`src/design/shs_pkg.sv`:
```
package shs_pkg;
  // object indices and subindices seen on the link
  localparam logic [15:0] OBJ_CONTROL_WORD = 16'h6040;
  localparam logic [15:0] OBJ_STATUS_WORD = 16'h6041;
  localparam logic [15:0] OBJ_MODE_SELECT = 16'h6060;
  localparam logic [15:0] OBJ_MODE_DISPLAY = 16'h6061;
  localparam logic [15:0] OBJ_HOMING_METHOD = 16'h6098;
  localparam logic [15:0] OBJ_HOMING_SPEED = 16'h6099;
  localparam logic [15:0] OBJ_HOMING_ACCEL = 16'h609a;
  localparam logic [7:0] SUB_ZERO = 8'h00;
  localparam logic [7:0] SUB_SPEED_SEARCH = 8'h01;
  localparam logic [7:0] SUB_SPEED_APPROACH = 8'h02;

  localparam logic [7:0] MODE_HOMING = 8'h06;

  // control word fields
  localparam int CW_START_BIT = 4;
  localparam logic [15:0] CW_ENABLE_MASK = 16'h000f;
  localparam logic [15:0] CW_ENABLE_VALUE = 16'h000f;
  localparam logic [15:0] CW_START_VALUE = 16'h001f;

  // status word fields
  localparam int SW_ENABLED_BIT = 2;
  localparam int SW_REACHED_BIT = 10;
  localparam int SW_ATTAINED_BIT = 12;
  localparam int SW_ERROR_BIT = 13;

  // homing methods
  localparam logic [7:0] METHOD_INDEX_FIRST = 8'h01;
  localparam logic [7:0] METHOD_INDEX_LAST = 8'h0e;
  localparam logic [7:0] METHOD_LIMIT_NEG = 8'h11;
  localparam logic [7:0] METHOD_LIMIT_POS = 8'h12;
  localparam logic [7:0] METHOD_HOMESW_FIRST = 8'h13;
  localparam logic [7:0] METHOD_HOMESW_LAST = 8'h1e;
  localparam logic [7:0] METHOD_INDEX_NEG = 8'h21;
  localparam logic [7:0] METHOD_INDEX_POS = 8'h22;
  localparam logic [7:0] METHOD_HERE_A = 8'h23;
  localparam logic [7:0] METHOD_HERE_B = 8'h25;
  localparam logic [7:0] METHOD_BASE_OFFSET = 8'h10;
  localparam logic [7:0] BASE_REVERSE_FIRST = 8'h07;
  localparam logic [7:0] BASE_LIMIT_LAST = 8'h02;

  // reset values
  localparam logic [15:0] CW_RESET = 16'h0000;
  localparam logic [7:0] MODE_RESET = 8'h00;
  localparam logic [7:0] METHOD_RESET = 8'h00;
  localparam logic [31:0] SPEED_RESET = 32'h0000_0000;
  localparam logic [31:0] ACCEL_RESET = 32'h0000_0000;

  typedef enum logic [1:0] {DEV_IDLE, DEV_SEARCH, DEV_APPROACH} shs_dev_state_t;
  typedef enum logic [1:0] {HOST_IDLE, HOST_REQ, HOST_WAIT} shs_host_state_t;
endpackage : shs_pkg

```
`src/design/shs_link_if.sv`:
```
`timescale 1ns/1ps
interface shs_link_if;
  logic req;
  logic we;
  logic [15:0] index;
  logic [7:0] sub;
  logic [31:0] wdata;
  logic [31:0] rdata;
  logic ack;
  logic err;

  modport dev (input req, input we, input index, input sub, input wdata,
               output rdata, output ack, output err);
  modport host (output req, output we, output index, output sub, output wdata,
                input rdata, input ack, input err);
endinterface : shs_link_if

```
`src/design/shs_device.sv`:
```
`timescale 1ns/1ps
module shs_device
  import shs_pkg::*;
(
  input wire logic clk_sys,
  input wire logic nrst,
  shs_link_if.dev link,
  input wire logic limitNegPin,
  input wire logic limitPosPin,
  input wire logic homeSwitchPin,
  input wire logic indexPulsePin,
  input wire logic [31:0] positionFbk,
  output logic signed [31:0] velocityCmd,
  output logic [31:0] accelCmd,
  output logic homeSet,
  output logic [31:0] homePosition
);
  localparam int PIN_COUNT = 4;

  shs_dev_state_t state_reg, state_next;
  logic [15:0] control_reg;
  logic [7:0] modeSelect_reg;
  logic [7:0] modeDisplay_reg;
  logic [7:0] method_reg;
  logic [31:0] speedSearch_reg;
  logic [31:0] speedApproach_reg;
  logic [31:0] accel_reg;
  logic startPrev_reg;
  logic dirPos_reg, dirPos_next;
  logic reversed_reg, reversed_next;
  logic switchMet_reg, switchMet_next;
  logic attained_reg, attained_next;
  logic error_reg, error_next;
  logic homeSet_reg, homeSet_next;
  logic [31:0] homePos_reg;
  logic signed [31:0] velocity_reg;
  logic [31:0] rdata_reg;
  logic ack_reg;
  logic err_reg;
  logic [PIN_COUNT-1:0] pinRaw, sync1_reg, sync2_reg, sync3_reg;

  // pins are asynchronous to clk_sys; stage one feeds stage two only
  assign pinRaw = {indexPulsePin, homeSwitchPin, limitPosPin, limitNegPin};
  genvar gi;
  generate
    for (gi = 0; gi < PIN_COUNT; gi++) begin : g_sync
      always_ff @(posedge clk_sys) begin
        if (!nrst) begin
          sync1_reg[gi] <= 1'b0;
          sync2_reg[gi] <= 1'b0;
          sync3_reg[gi] <= 1'b0;
        end else begin
          sync1_reg[gi] <= pinRaw[gi];
          sync2_reg[gi] <= sync1_reg[gi];
          sync3_reg[gi] <= sync2_reg[gi];
        end
      end
    end
  endgenerate

  wire limNeg = sync2_reg[0];
  wire limPos = sync2_reg[1];
  wire homeSw = sync2_reg[2];
  wire indexRise = sync2_reg[3] & ~sync3_reg[3];
  wire anySwitch = limNeg | limPos | homeSw;

  // method decode
  wire isIndexBase = (method_reg >= METHOD_INDEX_FIRST) && (method_reg <= METHOD_INDEX_LAST);
  wire isLimitRef = (method_reg == METHOD_LIMIT_NEG) || (method_reg == METHOD_LIMIT_POS);
  wire isHomeRef = (method_reg >= METHOD_HOMESW_FIRST) && (method_reg <= METHOD_HOMESW_LAST);
  wire isIndexOnly = (method_reg == METHOD_INDEX_NEG) || (method_reg == METHOD_INDEX_POS);
  wire isHere = (method_reg == METHOD_HERE_A) || (method_reg == METHOD_HERE_B);
  wire isSwitchRef = isLimitRef | isHomeRef;
  wire [7:0] baseMethod = isIndexBase ? method_reg :
                          (isSwitchRef ? method_reg - METHOD_BASE_OFFSET : 8'h00);
  wire baseLimit = baseMethod <= BASE_LIMIT_LAST;
  wire baseReverse = baseMethod >= BASE_REVERSE_FIRST;
  // first direction: 1,5,6,11-14 negative; 2,3,4,7-10 positive
  wire searchDirPos = (baseMethod == 8'h02) || (baseMethod == 8'h03) ||
                      (baseMethod == 8'h04) ||
                      ((baseMethod >= 8'h07) && (baseMethod <= 8'h0a));
  // odd bases and the limit bases come back across the switch
  wire approachTurns = baseLimit | baseMethod[0];
  wire refLimit = (baseMethod == 8'h02) ? limPos : limNeg;
  wire refSwitch = baseLimit ? refLimit : homeSw;
  wire refSwitchFall = baseLimit ?
                       ((baseMethod == 8'h02) ? (~sync2_reg[1] & sync3_reg[1]) :
                                                (~sync2_reg[0] & sync3_reg[0])) :
                       (~sync2_reg[2] & sync3_reg[2]);
  wire limitAhead = dirPos_reg ? limPos : limNeg;

  wire driveEnabled = (control_reg & CW_ENABLE_MASK) == CW_ENABLE_VALUE;
  wire homingMode = modeDisplay_reg == MODE_HOMING;
  wire startRise = control_reg[CW_START_BIT] & ~startPrev_reg;
  wire motionMethod = isIndexBase | isSwitchRef | isIndexOnly;

  // sequencer
  always_comb begin
    state_next = state_reg;
    dirPos_next = dirPos_reg;
    reversed_next = reversed_reg;
    switchMet_next = switchMet_reg;
    attained_next = attained_reg;
    error_next = error_reg;
    homeSet_next = 1'b0;
    case (state_reg)
      DEV_IDLE: begin
        if (startRise && homingMode) begin
          attained_next = 1'b0;
          error_next = 1'b0;
          reversed_next = 1'b0;
          switchMet_next = 1'b0;
          if (isHere) begin
            attained_next = 1'b1;
            homeSet_next = 1'b1;
          end else if (!motionMethod) begin
            error_next = 1'b1;
          end else if (driveEnabled) begin
            if (isIndexOnly) begin
              dirPos_next = method_reg == METHOD_INDEX_POS;
              state_next = DEV_SEARCH;
            end else begin
              dirPos_next = searchDirPos;
              state_next = DEV_SEARCH;
            end
          end
        end
      end
      DEV_SEARCH: begin
        if (isIndexOnly) begin
          if (anySwitch) begin
            error_next = 1'b1;
            state_next = DEV_IDLE;
          end else if (indexRise) begin
            attained_next = 1'b1;
            homeSet_next = 1'b1;
            state_next = DEV_IDLE;
          end
        end else if (refSwitch) begin
          // switch found: turn or carry on through it at approach speed
          dirPos_next = approachTurns ? ~dirPos_reg : dirPos_reg;
          state_next = DEV_APPROACH;
        end else if (limitAhead) begin
          if (baseReverse && !reversed_reg) begin
            dirPos_next = ~dirPos_reg;
            reversed_next = 1'b1;
          end else begin
            error_next = 1'b1;
            state_next = DEV_IDLE;
          end
        end
      end
      DEV_APPROACH: begin
        if (refSwitchFall) begin
          switchMet_next = 1'b1;
        end
        if (limitAhead && !(baseLimit && refSwitch)) begin
          error_next = 1'b1;
          state_next = DEV_IDLE;
        end else if (isSwitchRef && refSwitchFall) begin
          attained_next = 1'b1;
          homeSet_next = 1'b1;
          state_next = DEV_IDLE;
        end else if (isIndexBase && switchMet_reg && indexRise) begin
          attained_next = 1'b1;
          homeSet_next = 1'b1;
          state_next = DEV_IDLE;
        end
      end
      default: begin
        state_next = DEV_IDLE;
      end
    endcase
    // bit 4 dropped or drive disabled: stop where we are
    if ((state_reg != DEV_IDLE) && (!driveEnabled || !control_reg[CW_START_BIT])) begin
      state_next = DEV_IDLE;
      homeSet_next = 1'b0;
    end
  end

  // search at speed one, approach and index-only moves at speed two
  wire [31:0] speedNow = ((state_next == DEV_SEARCH) && !isIndexOnly) ?
                         speedSearch_reg : speedApproach_reg;
  wire signed [31:0] velocityNext = (state_next == DEV_IDLE) ? 32'sh0000_0000 :
                                    (dirPos_next ? $signed(speedNow) : -$signed(speedNow));

  // register access
  wire wrReq = link.req & link.we;
  wire hitControl = (link.index == OBJ_CONTROL_WORD) && (link.sub == SUB_ZERO);
  wire hitStatus = (link.index == OBJ_STATUS_WORD) && (link.sub == SUB_ZERO);
  wire hitModeSel = (link.index == OBJ_MODE_SELECT) && (link.sub == SUB_ZERO);
  wire hitModeDisp = (link.index == OBJ_MODE_DISPLAY) && (link.sub == SUB_ZERO);
  wire hitMethod = (link.index == OBJ_HOMING_METHOD) && (link.sub == SUB_ZERO);
  wire hitSpeed1 = (link.index == OBJ_HOMING_SPEED) && (link.sub == SUB_SPEED_SEARCH);
  wire hitSpeed2 = (link.index == OBJ_HOMING_SPEED) && (link.sub == SUB_SPEED_APPROACH);
  wire hitAccel = (link.index == OBJ_HOMING_ACCEL) && (link.sub == SUB_ZERO);
  wire hitWritable = hitControl | hitModeSel | hitMethod | hitSpeed1 | hitSpeed2 | hitAccel;
  wire hitAny = hitWritable | hitStatus | hitModeDisp;
  wire accessBad = link.we ? ~hitWritable : ~hitAny;
  // homing parameters are frozen while a move runs
  wire paramLock = state_reg != DEV_IDLE;

  wire [15:0] statusWord = (16'h0001 << SW_ERROR_BIT) & {16{error_reg}} |
                           (16'h0001 << SW_ATTAINED_BIT) & {16{attained_reg}} |
                           (16'h0001 << SW_REACHED_BIT) &
                             {16{(state_reg == DEV_IDLE) & (attained_reg | error_reg)}} |
                           (16'h0001 << SW_ENABLED_BIT) & {16{driveEnabled}};
  wire [31:0] readMux = hitControl ? {16'h0000, control_reg} :
                        hitStatus ? {16'h0000, statusWord} :
                        hitModeSel ? {24'h00_0000, modeSelect_reg} :
                        hitModeDisp ? {24'h00_0000, modeDisplay_reg} :
                        hitMethod ? {24'h00_0000, method_reg} :
                        hitSpeed1 ? speedSearch_reg :
                        hitSpeed2 ? speedApproach_reg :
                        hitAccel ? accel_reg : 32'h0000_0000;

  always_ff @(posedge clk_sys) begin
    if (!nrst) begin
      control_reg <= CW_RESET;
      modeSelect_reg <= MODE_RESET;
      modeDisplay_reg <= MODE_RESET;
      method_reg <= METHOD_RESET;
      speedSearch_reg <= SPEED_RESET;
      speedApproach_reg <= SPEED_RESET;
      accel_reg <= ACCEL_RESET;
    end else begin
      if (wrReq && hitControl) control_reg <= link.wdata[15:0];
      if (wrReq && hitModeSel) modeSelect_reg <= link.wdata[7:0];
      if (wrReq && hitMethod && !paramLock) method_reg <= link.wdata[7:0];
      if (wrReq && hitSpeed1 && !paramLock) speedSearch_reg <= link.wdata;
      if (wrReq && hitSpeed2 && !paramLock) speedApproach_reg <= link.wdata;
      if (wrReq && hitAccel && !paramLock) accel_reg <= link.wdata;
      modeDisplay_reg <= modeSelect_reg;
    end
  end

  always_ff @(posedge clk_sys) begin
    if (!nrst) begin
      ack_reg <= 1'b0;
      err_reg <= 1'b0;
      rdata_reg <= 32'h0000_0000;
    end else begin
      ack_reg <= link.req;
      err_reg <= link.req & accessBad;
      rdata_reg <= link.req ? readMux : 32'h0000_0000;
    end
  end

  always_ff @(posedge clk_sys) begin
    if (!nrst) begin
      state_reg <= DEV_IDLE;
      startPrev_reg <= 1'b0;
      dirPos_reg <= 1'b0;
      reversed_reg <= 1'b0;
      switchMet_reg <= 1'b0;
      attained_reg <= 1'b0;
      error_reg <= 1'b0;
      homeSet_reg <= 1'b0;
      homePos_reg <= 32'h0000_0000;
      velocity_reg <= 32'sh0000_0000;
    end else begin
      state_reg <= state_next;
      startPrev_reg <= control_reg[CW_START_BIT];
      dirPos_reg <= dirPos_next;
      reversed_reg <= reversed_next;
      switchMet_reg <= switchMet_next;
      attained_reg <= attained_next;
      error_reg <= error_next;
      homeSet_reg <= homeSet_next;
      if (homeSet_next) homePos_reg <= positionFbk;
      velocity_reg <= velocityNext;
    end
  end

  assign link.ack = ack_reg;
  assign link.err = err_reg;
  assign link.rdata = rdata_reg;
  assign velocityCmd = velocity_reg;
  assign accelCmd = accel_reg;
  assign homeSet = homeSet_reg;
  assign homePosition = homePos_reg;
endmodule : shs_device

```
`src/flat_wrapper.sv`:
```
// flat-port wrapper written by rule: the top's interface ports become plain ports
module shs_device_flat import shs_pkg::*;
  (clk_sys, nrst, limitNegPin, limitPosPin, homeSwitchPin, indexPulsePin, positionFbk, velocityCmd, accelCmd, homeSet, homePosition, link_req, link_we, link_index, link_sub, link_wdata, link_rdata, link_ack, link_err);
  shs_link_if link_i ();
  input wire logic clk_sys;
  input wire logic nrst;
  input wire logic limitNegPin;
  input wire logic limitPosPin;
  input wire logic homeSwitchPin;
  input wire logic indexPulsePin;
  input wire logic [31:0] positionFbk;
  output logic signed [31:0] velocityCmd;
  output logic [31:0] accelCmd;
  output logic homeSet;
  output logic [31:0] homePosition;
  input wire logic [$bits(link_i.req)-1:0] link_req;
  input wire logic [$bits(link_i.we)-1:0] link_we;
  input wire logic [$bits(link_i.index)-1:0] link_index;
  input wire logic [$bits(link_i.sub)-1:0] link_sub;
  input wire logic [$bits(link_i.wdata)-1:0] link_wdata;
  output wire logic [$bits(link_i.rdata)-1:0] link_rdata;
  output wire logic [$bits(link_i.ack)-1:0] link_ack;
  output wire logic [$bits(link_i.err)-1:0] link_err;
  assign link_i.req = link_req;
  assign link_i.we = link_we;
  assign link_i.index = link_index;
  assign link_i.sub = link_sub;
  assign link_i.wdata = link_wdata;
  assign link_rdata = link_i.rdata;
  assign link_ack = link_i.ack;
  assign link_err = link_i.err;
  shs_device u_core (.clk_sys(clk_sys), .nrst(nrst), .link(link_i), .limitNegPin(limitNegPin), .limitPosPin(limitPosPin), .homeSwitchPin(homeSwitchPin), .indexPulsePin(indexPulsePin), .positionFbk(positionFbk), .velocityCmd(velocityCmd), .accelCmd(accelCmd), .homeSet(homeSet), .homePosition(homePosition));
endmodule
```
`config.mk`:
```
export PLATFORM = sky130hd
export DESIGN_NAME = shs_device_flat
export DESIGN_NICKNAME = d
export VERILOG_FILES = /design/src/design/shs_pkg.sv /design/src/design/shs_link_if.sv /design/src/design/shs_device.sv /design/src/flat_wrapper.sv
export SDC_FILE = /design/constraint.sdc
export NUM_CORES = 1
export LEC_CHECK = 0
export ABC_CLOCK_PERIOD_IN_PS = 7300
export CORE_AREA = 2 2 149 209
export CTS_CLUSTER_DIAMETER = 30
export DETAILED_ROUTE_END_ITERATION = 7
export DIE_AREA = 0 0 151 211
export DONT_BUFFER_PORTS = 1
export PLACE_DENSITY = 0.63
export SLEW_MARGIN = 20
export SYNTH_ARGS = -nofsm -noshare
export SYNTH_HDL_FRONTEND = slang
export SYNTH_SLANG_ARGS = --single-unit
export TNS_END_PERCENT = 5
```
`constraint.sdc`:
```
create_clock -name clk_sys -period 7.3 [get_ports clk_sys]
set_clock_uncertainty 0.1 [all_clocks]
set_input_delay 1.095 -clock clk_sys [delete_from_list [all_inputs] [get_ports clk_sys]]
set_output_delay 1.095 -clock clk_sys [all_outputs]
set_load 0.05 [all_outputs]
```
==> results of run 1 <==
## worst max-delay path, stage by stage (launching register included)
cell and delay (ps):
dfxtp_1 470, inv_1 130, ha_1 240, nor3b_2 170, o32ai_2 220, or2_1 400, a21oi_1 200, a211oi_1 340
a41o_1 260, o21a_1 550, nand2_1 600, mux2i_1 400, ha_1 330, nand2_1 90, or4_1 460, nor2_1 140
and3_1 250, nand2_1 190, nor4_1 250, nor2_1 80, xnor2_1 160, a211oi_1 220
## cell usage after synthesis, types with 5 or more instances
| cell | number |
|---|---|
| ha_1 | 8 |
| nand2b_1 | 5 |
| nor3b_1 | 8 |
| clkbuf_1 | 74 |
| nor4_1 | 24 |
| nor3_1 | 70 |
| and3_1 | 12 |
| buf_2 | 23 |
| nand2_1 | 280 |
| a21oi_1 | 52 |
| dfxtp_1 | 255 |
| xnor2_1 | 25 |
| a21boi_0 | 116 |
| or3_1 | 10 |
| nand3_1 | 17 |
| nor2b_1 | 43 |
| nor2_1 | 80 |
| o21a_1 | 26 |
| inv_1 | 19 |
| a222oi_1 | 39 |
| mux2i_1 | 52 |
| a211oi_1 | 33 |
| and2_1 | 31 |
| mux2_2 | 7 |
| o21ai_0 | 16 |
## path summary, 6_finish.rpt
kind | from | endpoint | slack (ps) | depth (start not counted)
min reg2reg | u_core.sync1_reg[1] | u_core.limPos | 330 | 1
max | u_core.method_reg[5] | u_core.velocityCmd[26] | 920 | 21
max reg2reg | u_core.method_reg[5] | u_core.velocityCmd[26] | 920 | 21
min | u_core.sync1_reg[1] | u_core.limPos | 330 | 1
## cell type report
class | count | area, sq um
Multi-Input combinational cell | 1032 | 6320
Timing Repair Buffer | 14 | 105
Inverter | 19 | 71.3
Clock buffer | 45 | 1110
Fill cell | 2916 | 16100
Clock inverter | 35 | 504
Tap cell | 385 | 482
Sequential cell | 255 | 5100
## through the flow
step | utilization [%] | total power, uW
finish | 45.9 | 3660
global route | 45.9 | 3760
CTS | 45.9 | 3690
detailed placement | 40.5 | 1460
global placement | 40.5 | 1460
floorplan | - | 1460
## power by group through the flow
stage          logic [uW]  registers [uW]  clock network, uW
2_1_floorplan        34.3            1430                  0
3_3_place_gp         31.0            1430                  0
6_report             31.0            1400               2230
5_1_grt              32.5            1400               2330
4_1_cts              31.0            1400               2260
3_5_place_dp         30.9            1430                  0
## kinds of logic (layout without fill, tap and decap cells)
group           after synthesis  in the layout  synth area share [%]
compound gates              327            327                  20.8
xor+xnor                     26             26                  1.92
fa+ha+maj                     8              8                 0.842
buf+inv                     122            113                  4.21
flops                       255            255                  42.9
mux                          59             59                  5.04
simple gates                612            612                  24.3
## layer usage
layer | global-route usage (%) | up-vias | routed length [um]
met5 | 0 | - | 0
met3 | 4.73 | 86 | 2660
met1 | 25.9 | 4879 | 14000
li1 | - | 4919 | -
met4 | 9.18 | 0 | 1320
met2 | 40.4 | 419 | 18700
==> summary.txt, run 1 <==
Final WS setup = 924 ps
Sequential share of power = 38.3%
Final hold violations = 0
Area added between synthesis and finish = 15.3%
Die area = 0.0319 sq mm
Routed Antenna Nets = 0
Post-synth EDFFs = 0
Drt pass-1 iters = 8
Synth Flop Type = dfxtp_1
Total net switching power = 806 uW
Worst-case clock buffer depth = 3
CTS tree = yes
Final #Nets = 1470
Via Count = 10300
Worst IR Drop VDD = 199 uV
DIE HEIGHT = 211 um
DR iter-0 viols = 823
Max-slew violation count = 0
CP startpoint kind = flop
Area of the core = 0.0298 sq mm
YS warnings = 0
Top-area cell type share of the netlist area = 42.9%
Dpl ws = 1040 ps
Commonest non-fill, non-tap cell in the layout = nand2_1
Status = finished clean
Synth Area per Inst = 8.44 sq um
Crit-path max FO = 22
Die Wd = 151 um
Worst Tran Pin Value = 1120 ps
Placer Congestion = 0.849
Most frequent cells in the layout = nand2_1, dfxtp_1, a21boi_0, nor2_1, nor3_1
Synth area leader = dfxtp_1
Port bufs = 0
Io pins = 227
Vias per Instance = 5.77
Worst Setup End Kind = flop
Fraction of registers with async set/reset = 0%
Pwr dens = 267 mW/mm^2
Setup TNS = 0 ps
Highest clock rate = 157 MHz
Final Critical Period = 6380 ps
Setup violators final = 0
Initial antenna violation count = 0
Mapped Area = 0.0119 sq mm
DRC violations left = 0
Post-cts resize count = 0
Relative max-transition margin = 25.1%
Overflow after GRT = 0
Clock-pin slew on the worst setup and hold paths = 50 ps
Row Count = 75
Sw Share = 22.0%
Largest net degree at the start of global routing = 176
Post-DR wirelength/cell = 20.5 um
Vias in the first global route = 10100
Crit path kind = reg2reg
Post-DP Area = 0.0121 sq mm
# H-tree levels = 2
Synthesized Nets = 1513
Fin area = 0.0137 sq mm
Worst Path Arrival = 6730 ps
Gate power share = 0.8%
Clk sinks = 255
Synth Instances = 1409
Final hold slack = 329 ps
Max-cap viol count = 0
Diode count = 0
Synth Register Bits = 255
Fin crit share = 87.3%
Initial core utilization = 39.8%
Setup bufs post-CTS = 0
Hpwl dp = 25.3 mm
Share of cells above drive strength 1 = 8.79%
CTS Buf Count = 44
Leakage = 0.00483 uW
Final wirelength = 36.6 mm
Root Buffer = clkbuf_16
Worst hold path class = reg2reg
Req. time, crit path = 7650 ps
Placed Instances = 1705
Top post-synthesis cells by area = dfxtp_1, nand2_1, a21boi_0
First-pass GRT wire length = 56.3 mm
Int Power = 2850 uW
Clk pwr share = 60.9%
Unrepaired setup endpoints after global routing = no
Worst-skew pair later-pin latency = 550 ps
Cell variety after synth = 71
Cell Count, Final, Fillers Out = 1785
Total Routing Usage GR = 22.6%
Cts-stage hold buffer count = 0
Seq/Total Area, Yosys = 42.9%
(Power assumes the default switching activity.)
==> inputs of run 2 (changes only) <==
BUFFER_PORTS_ARGS = -buffer_cell sky130_fd_sc_hd__buf_2   (was unset)
DONT_BUFFER_PORTS = unset   (was 1)
PLACE_DENSITY = 0.66   (was 0.63)
==> run 2 against run 1 <==
Sequential power barely moved; clock power rose by 4%; first-iteration DRC count decreased by 2.7%; cell area is 9.1% higher; global-route usage is 0.69 points higher; setup slack gained 340 ps; critical path depth grew 1; power up 4.2%; cell count grew 13%; die area did not move; largest cell class unchanged.
==> summary.txt, run 2 (same netlist as run 1, synthesis figures left out) <==
CP startpoint kind = flop
Worst Tran Pin Value = 1030 ps (-81.0 ps)
Port bufs = 226 (+226)
Leakage = 0.00597 uW (+24%)
Post-DP Area = 0.0132 sq mm (+9.5%)
Worst Path Arrival = 6370 ps (-360 ps)
Row Count = 75 (unchanged)
Setup violators final = 0 (unchanged)
DIE HEIGHT = 211 um (unchanged)
Routed Antenna Nets = 0 (unchanged)
Highest clock rate = 166 MHz (+5.7%)
Fin area = 0.0150 sq mm (+9.1%)
Largest net degree at the start of global routing = 99 (-44%)
Initial core utilization = 39.8% (unchanged)
Req. time, crit path = 7640 ps (about the same)
Die area = 0.0319 sq mm (unchanged)
Pwr dens = 255 mW/mm^2 (-4.6%)
First-pass GRT wire length = 58.6 mm (+4.2%)
Gate power share = 2.3% (+1.5 points)
Final #Nets = 1701 (+16%)
Area added between synthesis and finish = 25.8%
Root Buffer = clkbuf_16
Placer Congestion = 0.856 (+0.81%)
Critical Path, Cell by Cell = inv_1 -> ha_1 -> or2_2 -> a21oi_1 -> o31ai_1 -> and3_1 -> o31a_1 -> a22o_1 -> o21a_1 -> buf_4 -> nand2_1 -> mux2i_1 -> ha_1 -> nand2_1 -> or4_1 -> nor2_1 -> and3_1 -> nand2_1 -> nor4_1 -> nor2_1 -> xnor2_1 -> a211oi_1
Most frequent cells in the layout = nand2_1, dfxtp_1, buf_2, a21boi_0, nor2_1
Final hold violations = 0 (unchanged)
Hpwl dp = 26.3 mm (+4.2%)
Final hold slack = 331 ps (+1.55 ps)
Relative max-transition margin = 31.0% (+5.9 points)
Total net switching power = 836 uW (+3.7%)
Worst-case clock buffer depth = 3 (unchanged)
Drt pass-1 iters = 6 (-2)
Sw Share = 21.9% (-0.10 points)
Max-slew violation count = 0 (unchanged)
Clk pwr share = 61.0% (about the same)
Worst hold path class = reg2reg
Die Wd = 151 um (unchanged)
Io pins = 227 (unchanged)
Vias in the first global route = 10800 (+7.5%)
Dpl ws = 1360 ps (+312 ps)
Unrepaired setup endpoints after global routing = no
Crit path kind = reg2reg
Setup bufs post-CTS = 0 (unchanged)
Crit-path slowest cell = nand2_1
Crit-path max FO = 22 (unchanged)
Total Routing Usage GR = 23.3% (+0.69 points)
Most used cell, CP = nand2_1
Total Power = 3810 uW (+4.2%)
Final Critical Period = 6030 ps (-343 ps)
Setup TNS = 0 ps (unchanged)
Status = finished clean
Worst Setup End Kind = flop
Diode count = 0 (unchanged)
Int Power = 2970 uW (+4.3%)
Cts-stage hold buffer count = 0 (unchanged)
Vias per Instance = 5.52 (-4.3%)
CTS tree = yes
Post-DR wirelength/cell = 18.8 um (-8.3%)
Final WS setup = 1270 ps (+343 ps)
Overflow after GRT = 0 (unchanged)
Worst IR Drop VDD = 193 uV (-2.7%)
CP peak stage delay = 520 ps (-80 ps)
CTS Buf Count = 47 (+6.8%)
Fin crit share = 82.6% (-4.7 points)
Max-cap viol count = 0 (unchanged)
Clk sinks = 255 (unchanged)
Commonest non-fill, non-tap cell in the layout = nand2_1
Sequential share of power = 36.7% (-1.6 points)
Clock-pin slew on the worst setup and hold paths = 50 ps (about the same)
DR iter-0 viols = 801 (-2.7%)
Via Count = 11200 (+8.3%)
Share of cells above drive strength 1 = 21.8% (+13 points)
Worst-skew pair later-pin latency = 550 ps (about the same)
# H-tree levels = 2 (unchanged)
Area of the core = 0.0298 sq mm (unchanged)
Initial antenna violation count = 0 (unchanged)
Final wirelength = 38.0 mm (+3.7%)
Post-cts resize count = 0 (unchanged)
DRC violations left = 0 (unchanged)
==> run 2: cell types whose count changed in the layout (fill, tap and decap cells not counted), sizes merged <==
cell / delta
inv: -9
clkbuf: +11
clkinvlp: +7
clkinv: -1
buf: +228
bufinv: -1
==> run 2: layout make-up <==
cell class,count,area [sq um]
clock inverter,31,420
timing repair buffer,242,1250
inverter,19,71.3
multi-input combinational,1032,6320
clock buffer,56,1300
fill,2832,14900
tap,385,482
sequential,255,5100
==> run 2: path summary, 6_finish.rpt <==
check,slack (ps),depth (start not counted),end,from
worst min register to register,330,1,u_core.limNeg,u_core.sync1_reg[0]
worst max register to register,1270,22,u_core.velocityCmd[26],u_core.method_reg[5]
worst max-delay path,1270,22,u_core.velocityCmd[26],u_core.method_reg[5]
worst min-delay path,330,1,u_core.limNeg,u_core.sync1_reg[0]
==> run 2: metrics by stage <==
| step | cells | utilization [%] |
|---|---|---|
| after floorplan | 1409 | - |
| after global placement | 1933 | 44.3 |
| after detailed placement | 1933 | 44.3 |
| after CTS | 2020 | 50.1 |
| after global routing | 2020 | 50.1 |
| final | 2020 | 50.1 |
==> run 2: power groups by stage <==
| stage | sequential [uW] | combinational [uW] | clock [uW] |
|---|---|---|---|
| detailed placement | 1430 | 85.5 | 0 |
| finish | 1400 | 85.8 | 2320 |
| global route | 1400 | 92.9 | 2430 |
| floorplan | 1430 | 34.3 | 0 |
| CTS | 1400 | 85.9 | 2360 |
| global placement | 1430 | 85.3 | 0 |
==> run 2: layer usage <==
layer  share of wire (%)  GRT usage (%)  routed length, um  up-vias
li1                    -              -                  -     5361
met1                  39           27.3              14900     5239
met2                  50           40.9              19100      456
met3                 6.8           4.71               2570       97
met4                 3.6           9.70               1370        0
met5                   0              0                  0        -
==> run 2: critical path: cells and delay by family (launching register included) <==
kind                       cells  cell delay [ps]
AOI/OAI and AO/OA              6             1470
xor gates and xnor gates       1              140
adders and majority gates      2              560
buffers and inverters          2              340
DFF                            1              470
muxes                          1              340
and+or+nand+nor               10             2470
==> inputs of run 3 (changes only) <==
ABC_AREA = 1   (was unset)
ABC_CLOCK_PERIOD_IN_PS = 5600   (was 7300)
CORE_AREA = 2 2 147 206   (was 2 2 149 209)
DIE_AREA = 0 0 149 208   (was 0 0 151 211)
clock period = 5.6 ns   (was 7.3 ns; I/O delays follow)
==> run 3 against run 2 <==
Critical path depth is 7 higher; via count rose by 5.0%; die area fell by 2.7%; count of clock-buffer cells in the layout is 6 lower; sequential share of layout area grew 1.6 points; global-route usage increased by 0.96 points; synthesized cell count grew 14%; power is 17% higher; largest power group unchanged; clock power increased by 8.6%; hold slack worse by 26 ps.
==> summary.txt, run 3 <==
Status = finished clean
Synthesized Nets = 1713 (+13%)
Synth Flop Type = dfxtp_1
Fraction of registers with async set/reset = 0% (unchanged)
Final Critical Period = 4220 ps (-1810 ps)
Die Wd = 149 um (-1.3%)
Commonest non-fill, non-tap cell in the layout = dfxtp_1
Cell variety after synth = 51 (-28%)
Highest clock rate = 237 MHz (+43%)
Worst hold stages = 2 (+1)
First-pass GRT wire length = 59.8 mm (+1.9%)
Commonest cells post-synth = dfxtp_1, o21ai_0, nand2_1, inv_1, a21oi_1
Mapped Area = 0.0115 sq mm (-3.3%)
Hold Crit Endpoint = u_core.sync2_reg[3]
Worst hold path class = reg2reg
Die area = 0.0310 sq mm (-2.7%)
# H-tree levels = 2 (unchanged)
DRC violations left = 0 (unchanged)
Post-synth EDFFs = 0 (unchanged)
Final hold violations = 0 (unchanged)
Vias per Instance = 5.27 (-4.6%)
Reg-to-reg endpoint = u_core.velocityCmd[24]
Setup TNS = 0 ps (unchanged)
Largest net degree at the start of global routing = 123 (+24%)
Fin crit share = 75.3% (-7.3 points)
Crit-path slowest cell = dfxtp_1
Post-cts resize count = 0 (unchanged)
Unrepaired setup endpoints after global routing = no
YS warnings = 0 (unchanged)
Synth Register Bits = 255 (unchanged)
Worst-skew pair later-pin latency = 540 ps (about the same)
Relative max-transition margin = 30.4% (-0.57 points)
CTS tree = yes
Req. time, crit path = 5970 ps (-1670 ps)
Setup bufs post-CTS = 0 (unchanged)
Area of the core = 0.0291 sq mm (-2.6%)
Most used cell, CP = nand2_1
Worst-case clock buffer depth = 3 (unchanged)
Hpwl dp = 28.2 mm (+7.1%)
Synth Area per Inst = 7.15 sq um (-15%)
Io pins = 227 (unchanged)
Crit-path max FO = 28 (+27%)
Critical R2R Launch = u_core.method_reg[5]
Row Count = 74 (-1.3%)
Max-slew violation count = 0 (unchanged)
Setup violators final = 0 (unchanged)
Final #Nets = 1914 (+13%)
CP peak stage delay = 350 ps (-170 ps)
Filler cell count = 2956 (+4.4%)
Leakage = 0.00667 uW (+12%)
CTS Buf Count = 41 (-13%)
Routed Antenna Nets = 0 (unchanged)
Drt pass-1 iters = 5 (-1)
Worst Setup End Kind = flop
Cts-stage hold buffer count = 0 (unchanged)
Most frequent cells in the layout = dfxtp_1, o21ai_0, nand2_1, buf_2, inv_1
Max-cap viol count = 0 (unchanged)
Most numerous cell in the Yosys netlist = dfxtp_1
Clock-pin slew on the worst setup and hold paths = 50 ps (about the same)
Diode count = 0 (unchanged)
Clk sinks = 255 (unchanged)
Post-DR wirelength/cell = 17.3 um (-7.9%)
Placer Congestion = 0.923 (+7.9%)
Total Routing Usage GR = 24.2% (+0.96 points)
Worst Tran Pin Value = 1040 ps (+9.07 ps)
Via Count = 11700 (+5.0%)
Seq/Total Area, Yosys = 44.4% (+1.5 points)
DR iter-0 viols = 748 (-6.6%)
Initial core utilization = 39.6% (-0.29 points)
Root Buffer = clkbuf_16
Top post-synthesis cells by area = dfxtp_1, o21ai_0, a21oi_1
Overflow after GRT = 0 (unchanged)
Top-area cell type share of the netlist area = 44.4% (+1.5 points)
Initial antenna violation count = 0 (unchanged)
Crit path kind = reg2reg
Area added between synthesis and finish = 24.2%
Synth area leader = dfxtp_1
R2R setup slack = 1380 ps (+110 ps)
Worst IR Drop VDD = 189 uV (-2.2%)
Worst r2r path cells = 29 (+32%)
Min-delay src = u_core.sync1_reg[3]
Total Power = 4460 uW (+17%)
Vias in the first global route = 11200 (+3.5%)
Port bufs = 226 (unchanged)
Share of cells above drive strength 1 = 19.8% (-2.0 points)
CP startpoint kind = flop
DIE HEIGHT = 208 um (-1.4%)
Worst Path Arrival = 4590 ps (-1780 ps)
Final wirelength = 38.5 mm (+1.3%)
Pwr dens = 312 mW/mm^2 (+23%)
Synth Instances = 1609 (+14%)
-- run 3: cell count changes after synthesis, moves of 52 or more --
| cell | change |
|---|---|
| o21ai_0 | +227 |
| inv_1 | +171 |
| mux2i_1 | -52 |
| a21oi_1 | +129 |
| nor2_1 | +93 |
| a21boi_0 | -116 |
-- run 3: worst max path at each step --
stage | from | to | slack [ps] | depth (start not counted)
2_1_floorplan | u_core.method_reg[4] | u_core.velocityCmd[20] | 2170 | 30
3_3_place_gp | link_index[9] | u_core.link.rdata[4] | 1100 | 14
3_5_place_dp | link_index[9] | u_core.method_reg[2] | 1120 | 10
4_1_cts | u_core.method_reg[5] | u_core.velocityCmd[24] | 1410 | 29
5_1_grt | u_core.method_reg[4] | u_core.velocityCmd[21] | 870 | 28
6_report | u_core.method_reg[5] | u_core.velocityCmd[24] | 1380 | 29
-- run 3: logic make-up (layout without fill, tap and decap cells) --
| logic type | Yosys count | after routing | synth area share, % |
|---|---|---|---|
| buffers and inverters | 284 | 518 | 9.62 |
| XOR/XNOR | 1 | 1 | 0.0762 |
| adder cells (fa/ha/maj) | 8 | 8 | 0.870 |
| AO/OA/AOI/OAI | 496 | 496 | 23.3 |
| flip-flops | 255 | 255 | 44.4 |
| AND/OR/NAND/NOR | 565 | 565 | 21.8 |
-- run 3: where the power goes --
group,internal [uW],total [uW],switching (uW)
sequential,1820,1820,1.49
clock,1580,2520,940
combinational,37.1,114,77.2
-- run 3: cell type report --
type	instances	area (sq um)	share of cell area, %
Clock buffer	50	1120	7.84
Timing Repair Buffer	243	1260	8.83
Multi-Input combinational cell	1070	5310	37.2
Clock inverter	26	268	1.87
Tap cell	380	475	3.33
Sequential cell	255	5100	35.7
Inverter	199	747	5.23
-- run 3: metrics by stage --
step	std cells	instance area, sq um	hold WS (ps)	setup WS (ps)	utilization [%]
floorplan	1609	11500	290	2170	-
global placement	2147	12900	295	1100	44.4
global route	2223	14300	333	871	49.1
CTS	2223	14300	309	1410	49.1
finish	2223	14300	305	1380	49.1
detailed placement	2147	12900	301	1120	44.4
-- run 3: layer usage --
metal	track usage, %	routed length (um)
met1	26.9	14500
met2	43.5	19800
met3	3.93	2050
met4	13.3	2150
met5	0	0
-- run 3: worst max-delay path, delay by kind of cell, from the launching register on --
family	cells	cell delay, ps
flip-flops	1	350
buffers and inverters	3	580
AO/OA/AOI/OAI	1	160
AND/OR/NAND/NOR	24	2710
adder cells (fa/ha/maj)	1	220
